[config.mk]
export PLATFORM = sky130hd
export DESIGN_NAME = smmct_ctrl
export DESIGN_NICKNAME = d
export VERILOG_FILES = /design/src/rtl/smmct_pkg.sv /design/src/rtl/smmct_ctrl.sv /design/src/rtl/smmct_region_dec.sv
export SDC_FILE = /design/constraint.sdc
export NUM_CORES = 1
export LEC_CHECK = 0
export BUFFER_PORTS_ARGS = -buffer_cell sky130_fd_sc_hd__clkbuf_2
export CORE_MARGIN = 4
export CORE_UTILIZATION = 47
export CTS_CLUSTER_SIZE = 8
export DETAILED_ROUTE_END_ITERATION = 10
export PLACE_DENSITY = 0.94
export SYNTH_ARGS = -nofsm -noshare
export SYNTH_HDL_FRONTEND = slang
export SYNTH_SLANG_ARGS = --single-unit
[constraint.sdc]
create_clock -name CLK -period 2.35 [get_ports CLK]
set_input_delay 0 -clock CLK [delete_from_list [all_inputs] [get_ports CLK]]
set_output_delay 0 -clock CLK [all_outputs]
set_load 0.02 [all_outputs]
[src/rtl/smmct_pkg.sv]
// package for the management mode control and translation block
// assumes a single 25 MHz clock domain and an indexed config port
package smmct_pkg;

  // ****************************************
  // register map and field positions
  // ****************************************
  localparam logic [7:0] SMMCT_CTRL_INDEX   = 8'h18;
  localparam logic [7:0] SMMCT_CTRL_RESET   = 8'h20;
  localparam int         SMMCT_EN_BIT       = 7;
  localparam int         SMMCT_BRK_BIT      = 6;
  localparam int         SMMCT_OPT_BIT      = 5;
  localparam int         SMMCT_LOCK_BIT     = 4;
  localparam int         SMMCT_ACT_BIT      = 3;
  localparam int         SMMCT_SEL_W        = 3;

  // ****************************************
  // address constants (20-bit real-mode space)
  // ****************************************
  localparam logic [19:0] SMMCT_WIN_BASE    = 20'h60000;
  localparam logic [19:0] SMMCT_BASE_E8     = 20'hE8000;
  localparam logic [19:0] SMMCT_BASE_A0     = 20'hA0000;
  localparam logic [19:0] SMMCT_BASE_B0     = 20'hB0000;
  localparam logic [19:0] SMMCT_BASE_C8     = 20'hC8000;
  localparam logic [19:0] SMMCT_MASK_32K    = 20'h07FFF;
  localparam logic [19:0] SMMCT_MASK_64K    = 20'h0FFFF;

  // decoded region
  typedef struct packed {
    logic        valid;
    logic [19:0] base;
    logic [19:0] mask;
  } smmct_region_s;

  // register access request from the config port
  typedef struct packed {
    logic       wr;
    logic       rd;
    logic [7:0] index;
    logic [7:0] wdata;
  } smmct_req_s;

endpackage

[src/rtl/smmct_ctrl.sv]
// management mode control register with address translation
// assumes config port requests and break sources are on CLK;
// pins arrive asynchronously and are synchronised here
//
// Notes on behaviour
// - enable bit 7 turns on management features; resets to zero.
// - enable selects interrupt/strobe pin use, else keyswitch and speed.
// - break flag bit 6 is OR of break status and timer bits.
// - reading break status or timer registers clears them; the flag clears once all are clear.
// - option, enable and active all set redirect the 60000h window, except with code 111.
// - option clear suspends translation; region reachable directly.
// - rest of space below 1MB is never translated.
// - with lock set, writes accepted only while interrupt active.
// - with lock clear, writes always accepted; lock resets to zero.
// - bit 3 reads the inverse of the active-low interrupt pin.
// - codes 000-011 select 32K at E8000h, A0000h, B0000h, C8000h.
// - codes 100 and 101/110 select 64K at A0000h and B0000h.
`timescale 1ns/1ps
module smmct_ctrl
  import smmct_pkg::*;
#(
  parameter int STS_A_W = 7,
  parameter int STS_B_W = 8,
  parameter int TIMERS  = 5
)(
  input  wire logic               CLK,
  input  wire logic               RST_B,
  input  wire smmct_req_s         REQ,
  output logic [7:0]              RDATA,
  input  wire logic               PIN_SHARED_A,
  input  wire logic               PIN_SHARED_B,
  input  wire logic [STS_A_W-1:0] BRK_SET_A,
  input  wire logic [STS_B_W-1:0] BRK_SET_B,
  input  wire logic [TIMERS-1:0]  TMR_SET,
  input  wire logic               RD_STS_A,
  input  wire logic               RD_STS_B,
  input  wire logic [TIMERS-1:0]  RD_TMR,
  output logic [STS_A_W-1:0]      STS_A,
  output logic [STS_B_W-1:0]      STS_B,
  output logic [TIMERS-1:0]       TMR_FLAG,
  output logic                    BRK_WR_ALLOW,
  input  wire logic [19:0]        CPU_ADDR,
  output logic [19:0]             MEM_ADDR,
  output logic                    MEM_TO_REGION,
  output logic                    MGMT_MODE_ENABLE,
  output logic                    MGMT_INTERRUPT_N,
  output logic                    MGMT_ADDR_STROBE_N,
  output logic                    KEYSWITCH_IN,
  output logic                    SPEED_SELECT_IN
);

  // ****************************************
  // pin synchronisers
  // ****************************************
  logic [1:0] sync1_reg;
  logic [1:0] sync2_reg;

  // two flops; only the second stage is read
  always_ff @(posedge CLK) begin
    if (!RST_B) begin
      sync1_reg <= 2'h3;
      sync2_reg <= 2'h3;
    end else begin
      sync1_reg <= {PIN_SHARED_B, PIN_SHARED_A};
      sync2_reg <= sync1_reg;
    end
  end

  // ****************************************
  // control register fields
  // ****************************************
  logic                   enable_reg;
  logic                   option_reg;
  logic                   lock_reg;
  logic [SMMCT_SEL_W-1:0] sel_reg;
  logic                   active;
  logic                   brk_flag;
  logic                   ctrl_wr;
  logic                   wr_allow;

  // interrupt pin is only meaningful as such when enabled
  assign active   = enable_reg & ~sync2_reg[0];
  assign wr_allow = ~lock_reg | active;
  assign ctrl_wr  = REQ.wr & (REQ.index == SMMCT_CTRL_INDEX)
                    & wr_allow;
  assign BRK_WR_ALLOW = wr_allow;

  // only bits 7,5,4 and the select field are writable
  always_ff @(posedge CLK) begin
    if (!RST_B) begin
      enable_reg <= SMMCT_CTRL_RESET[SMMCT_EN_BIT];
      option_reg <= SMMCT_CTRL_RESET[SMMCT_OPT_BIT];
      lock_reg   <= SMMCT_CTRL_RESET[SMMCT_LOCK_BIT];
      sel_reg    <= SMMCT_CTRL_RESET[SMMCT_SEL_W-1:0];
    end else if (ctrl_wr) begin
      enable_reg <= REQ.wdata[SMMCT_EN_BIT];
      option_reg <= REQ.wdata[SMMCT_OPT_BIT];
      lock_reg   <= REQ.wdata[SMMCT_LOCK_BIT];
      sel_reg    <= REQ.wdata[SMMCT_SEL_W-1:0];
    end
  end

  // ****************************************
  // break status, cleared on read
  // ****************************************
  // a new event in the read cycle survives the clear
  always_ff @(posedge CLK) begin
    if (!RST_B) begin
      STS_A    <= '0;
      STS_B    <= '0;
      TMR_FLAG <= '0;
    end else begin
      STS_A    <= (RD_STS_A ? '0 : STS_A) | BRK_SET_A;
      STS_B    <= (RD_STS_B ? '0 : STS_B) | BRK_SET_B;
      TMR_FLAG <= (TMR_FLAG & ~RD_TMR) | TMR_SET;
    end
  end

  assign brk_flag = |{STS_A, STS_B, TMR_FLAG};

  // ****************************************
  // read data, readable at all times
  // ****************************************
  always_ff @(posedge CLK) begin
    if (!RST_B) begin
      RDATA <= 8'h00;
    end else if (REQ.rd) begin
      if (REQ.index == SMMCT_CTRL_INDEX) begin
        RDATA <= {enable_reg, brk_flag, option_reg, lock_reg,
                  active, sel_reg};
      end else begin
        RDATA <= 8'h00;
      end
    end
  end

  // ****************************************
  // pin function selection
  // ****************************************
  // inactive levels shown for the function not currently selected
  always_comb begin
    MGMT_MODE_ENABLE   = enable_reg;
    MGMT_INTERRUPT_N   = enable_reg ? sync2_reg[0] : 1'b1;
    MGMT_ADDR_STROBE_N = enable_reg ? sync2_reg[1] : 1'b1;
    KEYSWITCH_IN       = enable_reg ? 1'b0 : sync2_reg[0];
    SPEED_SELECT_IN    = enable_reg ? 1'b0 : sync2_reg[1];
  end

  // ****************************************
  // address translation
  // ****************************************
  smmct_region_s region;
  logic          in_window;
  logic          in_region;
  logic          xlate;

  smmct_region_dec u_dec (
    .SEL    (sel_reg),
    .REGION (region)
  );

  // window is the size of the selected region
  assign in_window = (CPU_ADDR & ~region.mask) == SMMCT_WIN_BASE;
  assign in_region = (CPU_ADDR & ~region.mask) == region.base;
  assign xlate     = option_reg & enable_reg & active
                     & region.valid & in_window;

  // registered so the memory side sees a clean address
  always_ff @(posedge CLK) begin
    if (!RST_B) begin
      MEM_ADDR      <= 20'h00000;
      MEM_TO_REGION <= 1'b0;
    end else if (xlate) begin
      MEM_ADDR      <= region.base | (CPU_ADDR & region.mask);
      MEM_TO_REGION <= 1'b1;
    end else begin
      MEM_ADDR      <= CPU_ADDR;
      MEM_TO_REGION <= ~option_reg & enable_reg & active
                       & region.valid & in_region;
    end
  end

endmodule

[src/rtl/smmct_region_dec.sv]
// decodes the region select field into base and size
// assumes purely combinational use by the control block
`timescale 1ns/1ps
module smmct_region_dec
  import smmct_pkg::*;
(
  input  wire logic [2:0]    SEL,
  output smmct_region_s      REGION
);

  // ****************************************
  // region table
  // ****************************************
  // 111 is reserved and yields no region, so nothing is translated
  always_comb begin
    REGION = '{valid: 1'b1, base: SMMCT_BASE_E8, mask: SMMCT_MASK_32K};
    unique case (SEL)
      3'h0: REGION.base = SMMCT_BASE_E8;
      3'h1: REGION.base = SMMCT_BASE_A0;
      3'h2: REGION.base = SMMCT_BASE_B0;
      3'h3: REGION.base = SMMCT_BASE_C8;
      3'h4: begin
        REGION.base = SMMCT_BASE_A0;
        REGION.mask = SMMCT_MASK_64K;
      end
      3'h5, 3'h6: begin
        REGION.base = SMMCT_BASE_B0;
        REGION.mask = SMMCT_MASK_64K;
      end
      3'h7: REGION.valid = 1'b0;
    endcase
  end

endmodule
### After elaboration in Yosys (flattened, before gate mapping)

Cells that the tools add are included.

* $add $sub $neg: 0
* multipliers: 0
* divide/modulo/power cells: 0
* order comparisons: 0
* equality and inequality tests: 10
* shifts and indexed selects: 0
* mux-type cells: 12
* bitwise gates (word level): 24
* reduce and logical (&&, ||, !) cells: 4

Operators with widths (count)
* $pmux 19 s3: 1
* $and 20x20->20: 2
* $eq 20x19->1 const B: 1
* $eq 20x20->1: 1
* $mux 20: 1
* $not 20->20: 1
* $or 20x20->20: 1
* $reduce_or 20->1: 1
* $mux 16: 1
* $mux 8: 2
* $eq 3x3->1 const B: 4
* $and 1x1->1: 11
* $eq 8x5->1 const B: 1
* $or 8x8->8: 1
* $mux 7: 1
* $or 7x7->7: 1
* $eq 3x2->1 const B: 2
* $mux 1: 6
* $reduce_or 3->1: 2
* $and 5x5->5: 1
* $not 5->5: 1
* $or 5x5->5: 1
* $eq 3x1->1 const B: 1
* $not 1->1: 3
* 2 further kinds: 2

* register bits after elaboration: 59
* latch bits: 0
* memory bits (writable): 0
* bits in read-only memories: 0
* output and inout port bits: 55
* word-level logic and storage cells: 62
* memories kept: 0

### Depth between registers and ports, before layout

* word-level depth: 8
* depth in mapped cells: 5

### Hierarchy

A second synthesis with hierarchy kept.

* cell total of the unflattened synthesis: 315
* area total of the unflattened synthesis: 2965.3 µm²

By module, submodules not included
* smmct_ctrl: instances 1, cells an instance 269, area an instance 2642.5 µm²
* smmct_region_dec: instances 1, cells an instance 46, area an instance 322.8 µm²

### Worst setup path after synthesis

Ideal clock, no wire load.

* path kind: reg2reg
* start point: register sel_reg[1]
* end point: register MEM_TO_REGION
* setup time: 0.058 ns
* arrival time: 1.416 ns
* required time: 2.292 ns
* path slack: 0.876 ns
* stages on the path, launching flop included: 6
* buffers on the path: 1
* period minus slack after synthesis: 1.474 ns
* cells stage by stage: dfxtp_1 -> buf_6 -> and2_4 -> or4_4 -> a221oi_2 -> o21a_1

* word-level cells in the longest chain between the ends: 8

Ends and longest elaborated chain
* from (decl): RTL line smmct_ctrl.sv:75 `logic [SMMCT_SEL_W-1:0] sel_reg;`
* from (signal assigned): RTL line smmct_ctrl.sv:94 `sel_reg <= SMMCT_CTRL_RESET[SMMCT_SEL_W-1:0];`
* from (signal assigned): RTL line smmct_ctrl.sv:99 `sel_reg <= REQ.wdata[SMMCT_SEL_W-1:0];`
* $eq 3x3->1: RTL line smmct_region_dec.sv:17 `unique case (SEL)`
* $reduce_or 3->1 (no source line)
* $mux 16: RTL line smmct_region_dec.sv:17
* $not 20->20: RTL line smmct_ctrl.sv:163, smmct_ctrl.sv:164
* $and 20x20->20: RTL line smmct_ctrl.sv:163, smmct_ctrl.sv:164
* $eq 20x20->1 or $eq 20x19->1 (tied branches): RTL line smmct_ctrl.sv:164, smmct_ctrl.sv:163
* $and 1x1->1, on equally long branches: RTL line smmct_ctrl.sv:179, smmct_ctrl.sv:166
* $mux 1 *: RTL line smmct_ctrl.sv:173 `end else if (xlate) begin`
* to (signal assigned): RTL line smmct_ctrl.sv:178 `MEM_TO_REGION <= ~option_reg & enable_reg & active`
* to (decl): RTL line smmct_ctrl.sv:44 `output logic MEM_TO_REGION,`

Every way passes the cells marked *; elsewhere a longest branch is shown, timed or not.
A chain may end at the register's enable or synchronous reset.

### Worst setup path after layout

* start point: register sel_reg[2]
* end point: register MEM_TO_REGION

The elaborated chain is that of the path after synthesis.

==> results_tabular.tex <==
\begin{tabular}{lr}
\hline
Metric & Value \\
\hline
\multicolumn{2}{l}{\textbf{Status}} \\
\quad Status & finished, final reports clean \\
\multicolumn{2}{l}{\textbf{Die}} \\
\quad Placement Rows & 24 \\
\quad Die Wd & 76.7 um \\
\quad Height of the die & 76.7 um \\
\quad Initial cell density of the core & between 40 and 50\% \\
\quad Area inside the core boundary & around 4500 sq um \\
\quad Area enclosed by the die boundary & between 5000 and 6000 sq um \\
\quad Top-Level Pins & $\sim$120 \\
\multicolumn{2}{l}{\textbf{Clock network}} \\
\quad Number of buffers inserted during clock tree synthesis & 9 \\
\quad Clock sinks & between 50 and 60 \\
\quad Post-CTS Setup Bufs & 0 \\
\quad Clk slew on worst S/H paths & roughly 70 ps \\
\quad Clock tree from TritonCTS & done \\
\quad CTS Root Buffer Type & clkbuf\_8 \\
\quad CTS resizes & 0 \\
\quad \# H-tree levels & 3 \\
\quad Worst skew pair latency & 330 ps \\
\quad Maximum count of clock buffers along a single path & 2 \\
\multicolumn{2}{l}{\textbf{Timing}} \\
\quad Unrepaired setup endpoints after global routing & no \\
\quad Final count of pins violating max slew & 0 \\
\quad Fin Clk Skew & about 6.0 ps \\
\quad Worst Tran Pin Value & around 1000 ps \\
\quad Count of final hold-check violations & 0 \\
\quad Final critical-path required period & 1680 ps \\
\quad Total Neg Setup Slack & 0 ps \\
\quad Final setup viols & 0 \\
\quad Peak clock frequency supported by timing & a little under 600 MHz \\
\quad Slew headroom & between 30\% and 40\% \\
\quad Share of the clock period used by the worst path & around 71\% \\
\multicolumn{2}{l}{\textbf{Route}} \\
\quad Via density per instance & 4.92 \\
\quad Number of nets with antenna violations after detailed routing & 0 \\
\quad Wire per inst & between 15 and 20 um \\
\quad Starting DRC count in detailed routing & between 70 and 80 \\
\quad DRC & 0 \\
\quad Final Routed Wirelength & about 7000 um \\
\quad Detailed-router iteration count before antenna repair & 4 \\
\quad Number of vias after detailed routing & roughly 2200 \\
\multicolumn{2}{l}{\textbf{Yosys}} \\
\quad Flop and latch count out of synthesis & between 50 and 60 \\
\quad Mean post-synth cell area & 10.2 sq um \\
\quad Number of enable flip-flop cells after synthesis & 0 \\
\quad Dominant cell type by area after synthesis & dfxtp\_1 \\
\quad Most used standard cell by instance count after synthesis & dfxtp\_1 \\
\quad Synth top cells by count & 59 x dfxtp\_1, 42 x nor2b\_1, 24 x o21a\_1, 15 x and2\_1, 8 x a21oi\_1 \\
\quad Synthesis Warnings & 0 \\
\quad Synth async-reset ratio & 0\% \\
\quad Post-Synthesis Net Count & roughly 290 \\
\quad Area share of the largest cell type after synthesis & 53.2\% \\
\quad Netlist cell types & 36 \\
\quad Cell types with the largest area share after synthesis & dfxtp\_1 53\%, nor2b\_1 12\%, o21a\_1 8.1\%, and2\_1 4.2\%, mux2i\_1 2.3\% \\
\quad Top flip-flop cell by instance count after synthesis & dfxtp\_1 \\
\quad Combined area of all synthesized cells & between 2000 and 2500 sq um \\
\quad Sequential element share of the synthesized area & 53.2\% \\
\quad Gate count after technology mapping & $\sim$220 \\
\multicolumn{2}{l}{\textbf{Worst setup path}} \\
\quad Delay of the slowest critical-path stage & between 400 and 500 ps \\
\quad Crit-path leading delay family & simple AND/OR/NAND/NOR gates \\
\quad Ordered list of cells on the worst path & and2b\_4 -> or4\_4 -> a221oi\_2 -> o21a\_1 \\
\quad Slowest-stage cell, CP & dfxtp\_1 \\
\quad Critical Path RT & 2620 ps \\
\quad Kind of end point of the critical path & register \\
\quad Top fanout value on the critical path & 9 \\
\quad Arr. time, crit path & slightly below 2000 ps \\
\quad Number of buffers and inverters on the critical path & 0 \\
\quad Nature of the critical path startpoint & register \\
\quad Crit Path Category & reg -> reg \\
\multicolumn{2}{l}{\textbf{Finish}} \\
\quad Area growth from synthesis to layout & 59.6\% \\
\quad Final-stage net count & approximately 460 \\
\quad Largest registers & MEM\_ADDR: 20 flops, RDATA: 8 flops, STS\_B: 8 flops \\
\quad Final core utilization & between 70\% and 80\% \\
\quad Diode count & 0 \\
\quad Layout fillers & around 290 \\
\quad Largest register FFs & 20 \\
\quad Fraction of layout cells with a size suffix above 1 & between 30\% and 40\% \\
\quad Largest Register & MEM\_ADDR \\
\multicolumn{2}{l}{\textbf{Place}} \\
\quad Input/output buffers & 121 \\
\quad Final weighted congestion of routability-driven global placement & $\sim$0.87 \\
\quad Post-DP HPWL & between 4000 and 5000 um \\
\multicolumn{2}{l}{\textbf{Global route}} \\
\quad Number of global-route vias before repair & around 2400 \\
\quad Total congestion overflow & 0 \\
\quad Number of antenna violations at the first check in global routing & 0 \\
\quad All-layer global routing usage & between 20\% and 30\% \\
\quad Pin count of the biggest net entering global routing & 60 \\
\quad First-pass GRT wire length & roughly 11000 um \\
\multicolumn{2}{l}{\textbf{Power}} \\
\quad Switch share & a little over a quarter \\
\quad Internal power & 1.59 mW \\
\quad Net load switching power & between 0.5 and 0.6 mW \\
\quad Part of the power in combinational logic & between 10\% and 20\% \\
\quad Static power due to leakage & approximately 1.6 nW \\
\quad Maximum resistive drop on vdd & between 0.0005 and 0.0006 V \\
\quad Power per cell area & approximately 610 nW/um\^{}2 \\
\quad Part of the total power dissipated in the clock network & between 30\% and 40\% \\
\quad Share of power burned in registers & approximately half \\
\multicolumn{2}{l}{\textbf{Run}} \\
\quad Number of maximum-capacitance constraint violations & 0 \\
\multicolumn{2}{l}{\textbf{Min path}} \\
\quad Worst Hold Class & in -> reg \\
\hline
\end{tabular}
## timing repair
action	in CTS	in global routing
endpoints found under the setup margin	0	0
hold endpoints to repair	48	0
hold buffers	54	0
## logic make-up after synthesis
| family | count (synthesis) | synth area share (%) |
|---|---|---|
| AOI/OAI and AO/OA | 42 | 13.7 |
| buffers and inverters | 14 | 2.99 |
| DFF | 59 | 53.2 |
| muxes | 5 | 2.26 |
| and+or+nand+nor | 97 | 27.8 |
## final timing paths
kind	to	slack, ps	cells after the start	from
worst max-delay path	MEM_TO_REGION	670	4	sel_reg[2]
worst min-delay path	STS_A[4]	100	3	RD_STS_A
worst max register to register	MEM_TO_REGION	670	4	sel_reg[2]
worst min register to register	sync2_reg[0]	410	1	sync1_reg[0]
## worst register-to-register path, stage by stage, from the launching register on
cell and delay, ps:
dfxtp_1 490, and2b_4 240, or4_4 470, a221oi_2 270, o21a_1 150
## through the flow
| stage | power, mW | setup slack, ps | hold slack (ps) | cells | area (sq um) |
|---|---|---|---|---|---|
| final | 2.16 | 671 | 101 | 450 | 3540 |
| after global placement | 1.32 | 790 | 182 | 380 | 2840 |
| after CTS | 2.16 | 708 | 84.2 | 450 | 3540 |
| after detailed placement | 1.33 | 737 | 188 | 380 | 2840 |
| after global routing | 2.25 | 610 | 112 | 450 | 3540 |
| after floorplan | 1.21 | 876 | 101 | 217 | 2220 |
## cells in the final DEF, fill, tap and decap left out, drive strengths merged
master / Yosys / layout
nand3: 4 / 4
nor4: 5 / 5
and2b: 1 / 1
dlygate4sd3: 0 / 54
dfxtp: 59 / 59
nor4bb: 1 / 1
a21boi: 2 / 2
nor3b: 2 / 2
nor2b: 42 / 42
mux2i: 5 / 5
a21oi: 8 / 8
nand2b: 6 / 6
and3: 1 / 1
or4: 1 / 1
nor3: 3 / 3
nor4b: 2 / 2
nand4b: 1 / 1
nand2: 5 / 5
clkbuf: 6 / 132
nor2: 4 / 4
o21ai: 2 / 2
a221oi: 1 / 1
inv: 4 / 4
o211ai: 2 / 2
a31oi: 1 / 1
clkinvlp: 0 / 2
clkinv: 0 / 3
o31ai: 1 / 1
nand4: 1 / 1
and3b: 1 / 1
o2111ai: 1 / 1
nand3b: 1 / 1
and2: 16 / 16
o21a: 24 / 24
## power groups by stage
stage | registers (mW) | logic [mW] | clock network, mW
floorplan | 1.14 | 0.0727 | 0
global placement | 1.09 | 0.236 | 0
detailed placement | 1.09 | 0.240 | 0
CTS | 1.07 | 0.312 | 0.777
global route | 1.07 | 0.341 | 0.835
finish | 1.07 | 0.318 | 0.769
## per-layer routing
layer	vias up	wire, um	GRT usage (%)
li1	1090	-	-
met5	-	0	0
met4	0	239	15.0
met1	1010	2360	22.9
met2	92	3920	47.1
met3	23	343	5.85
## cell type report
type | count | area [sq um] | area share [%]
flip-flops and latches | 59 | 1180 | 33.4
repair buffers | 175 | 1150 | 32.4
inverters | 4 | 15.0 | 0.424
clock inverters | 5 | 30.0 | 0.848
well taps | 52 | 65.1 | 1.84
multi-input cells | 144 | 971 | 27.4
clock buffers | 11 | 131 | 3.71
No activity file was read; power rests on OpenSTA's default activity.
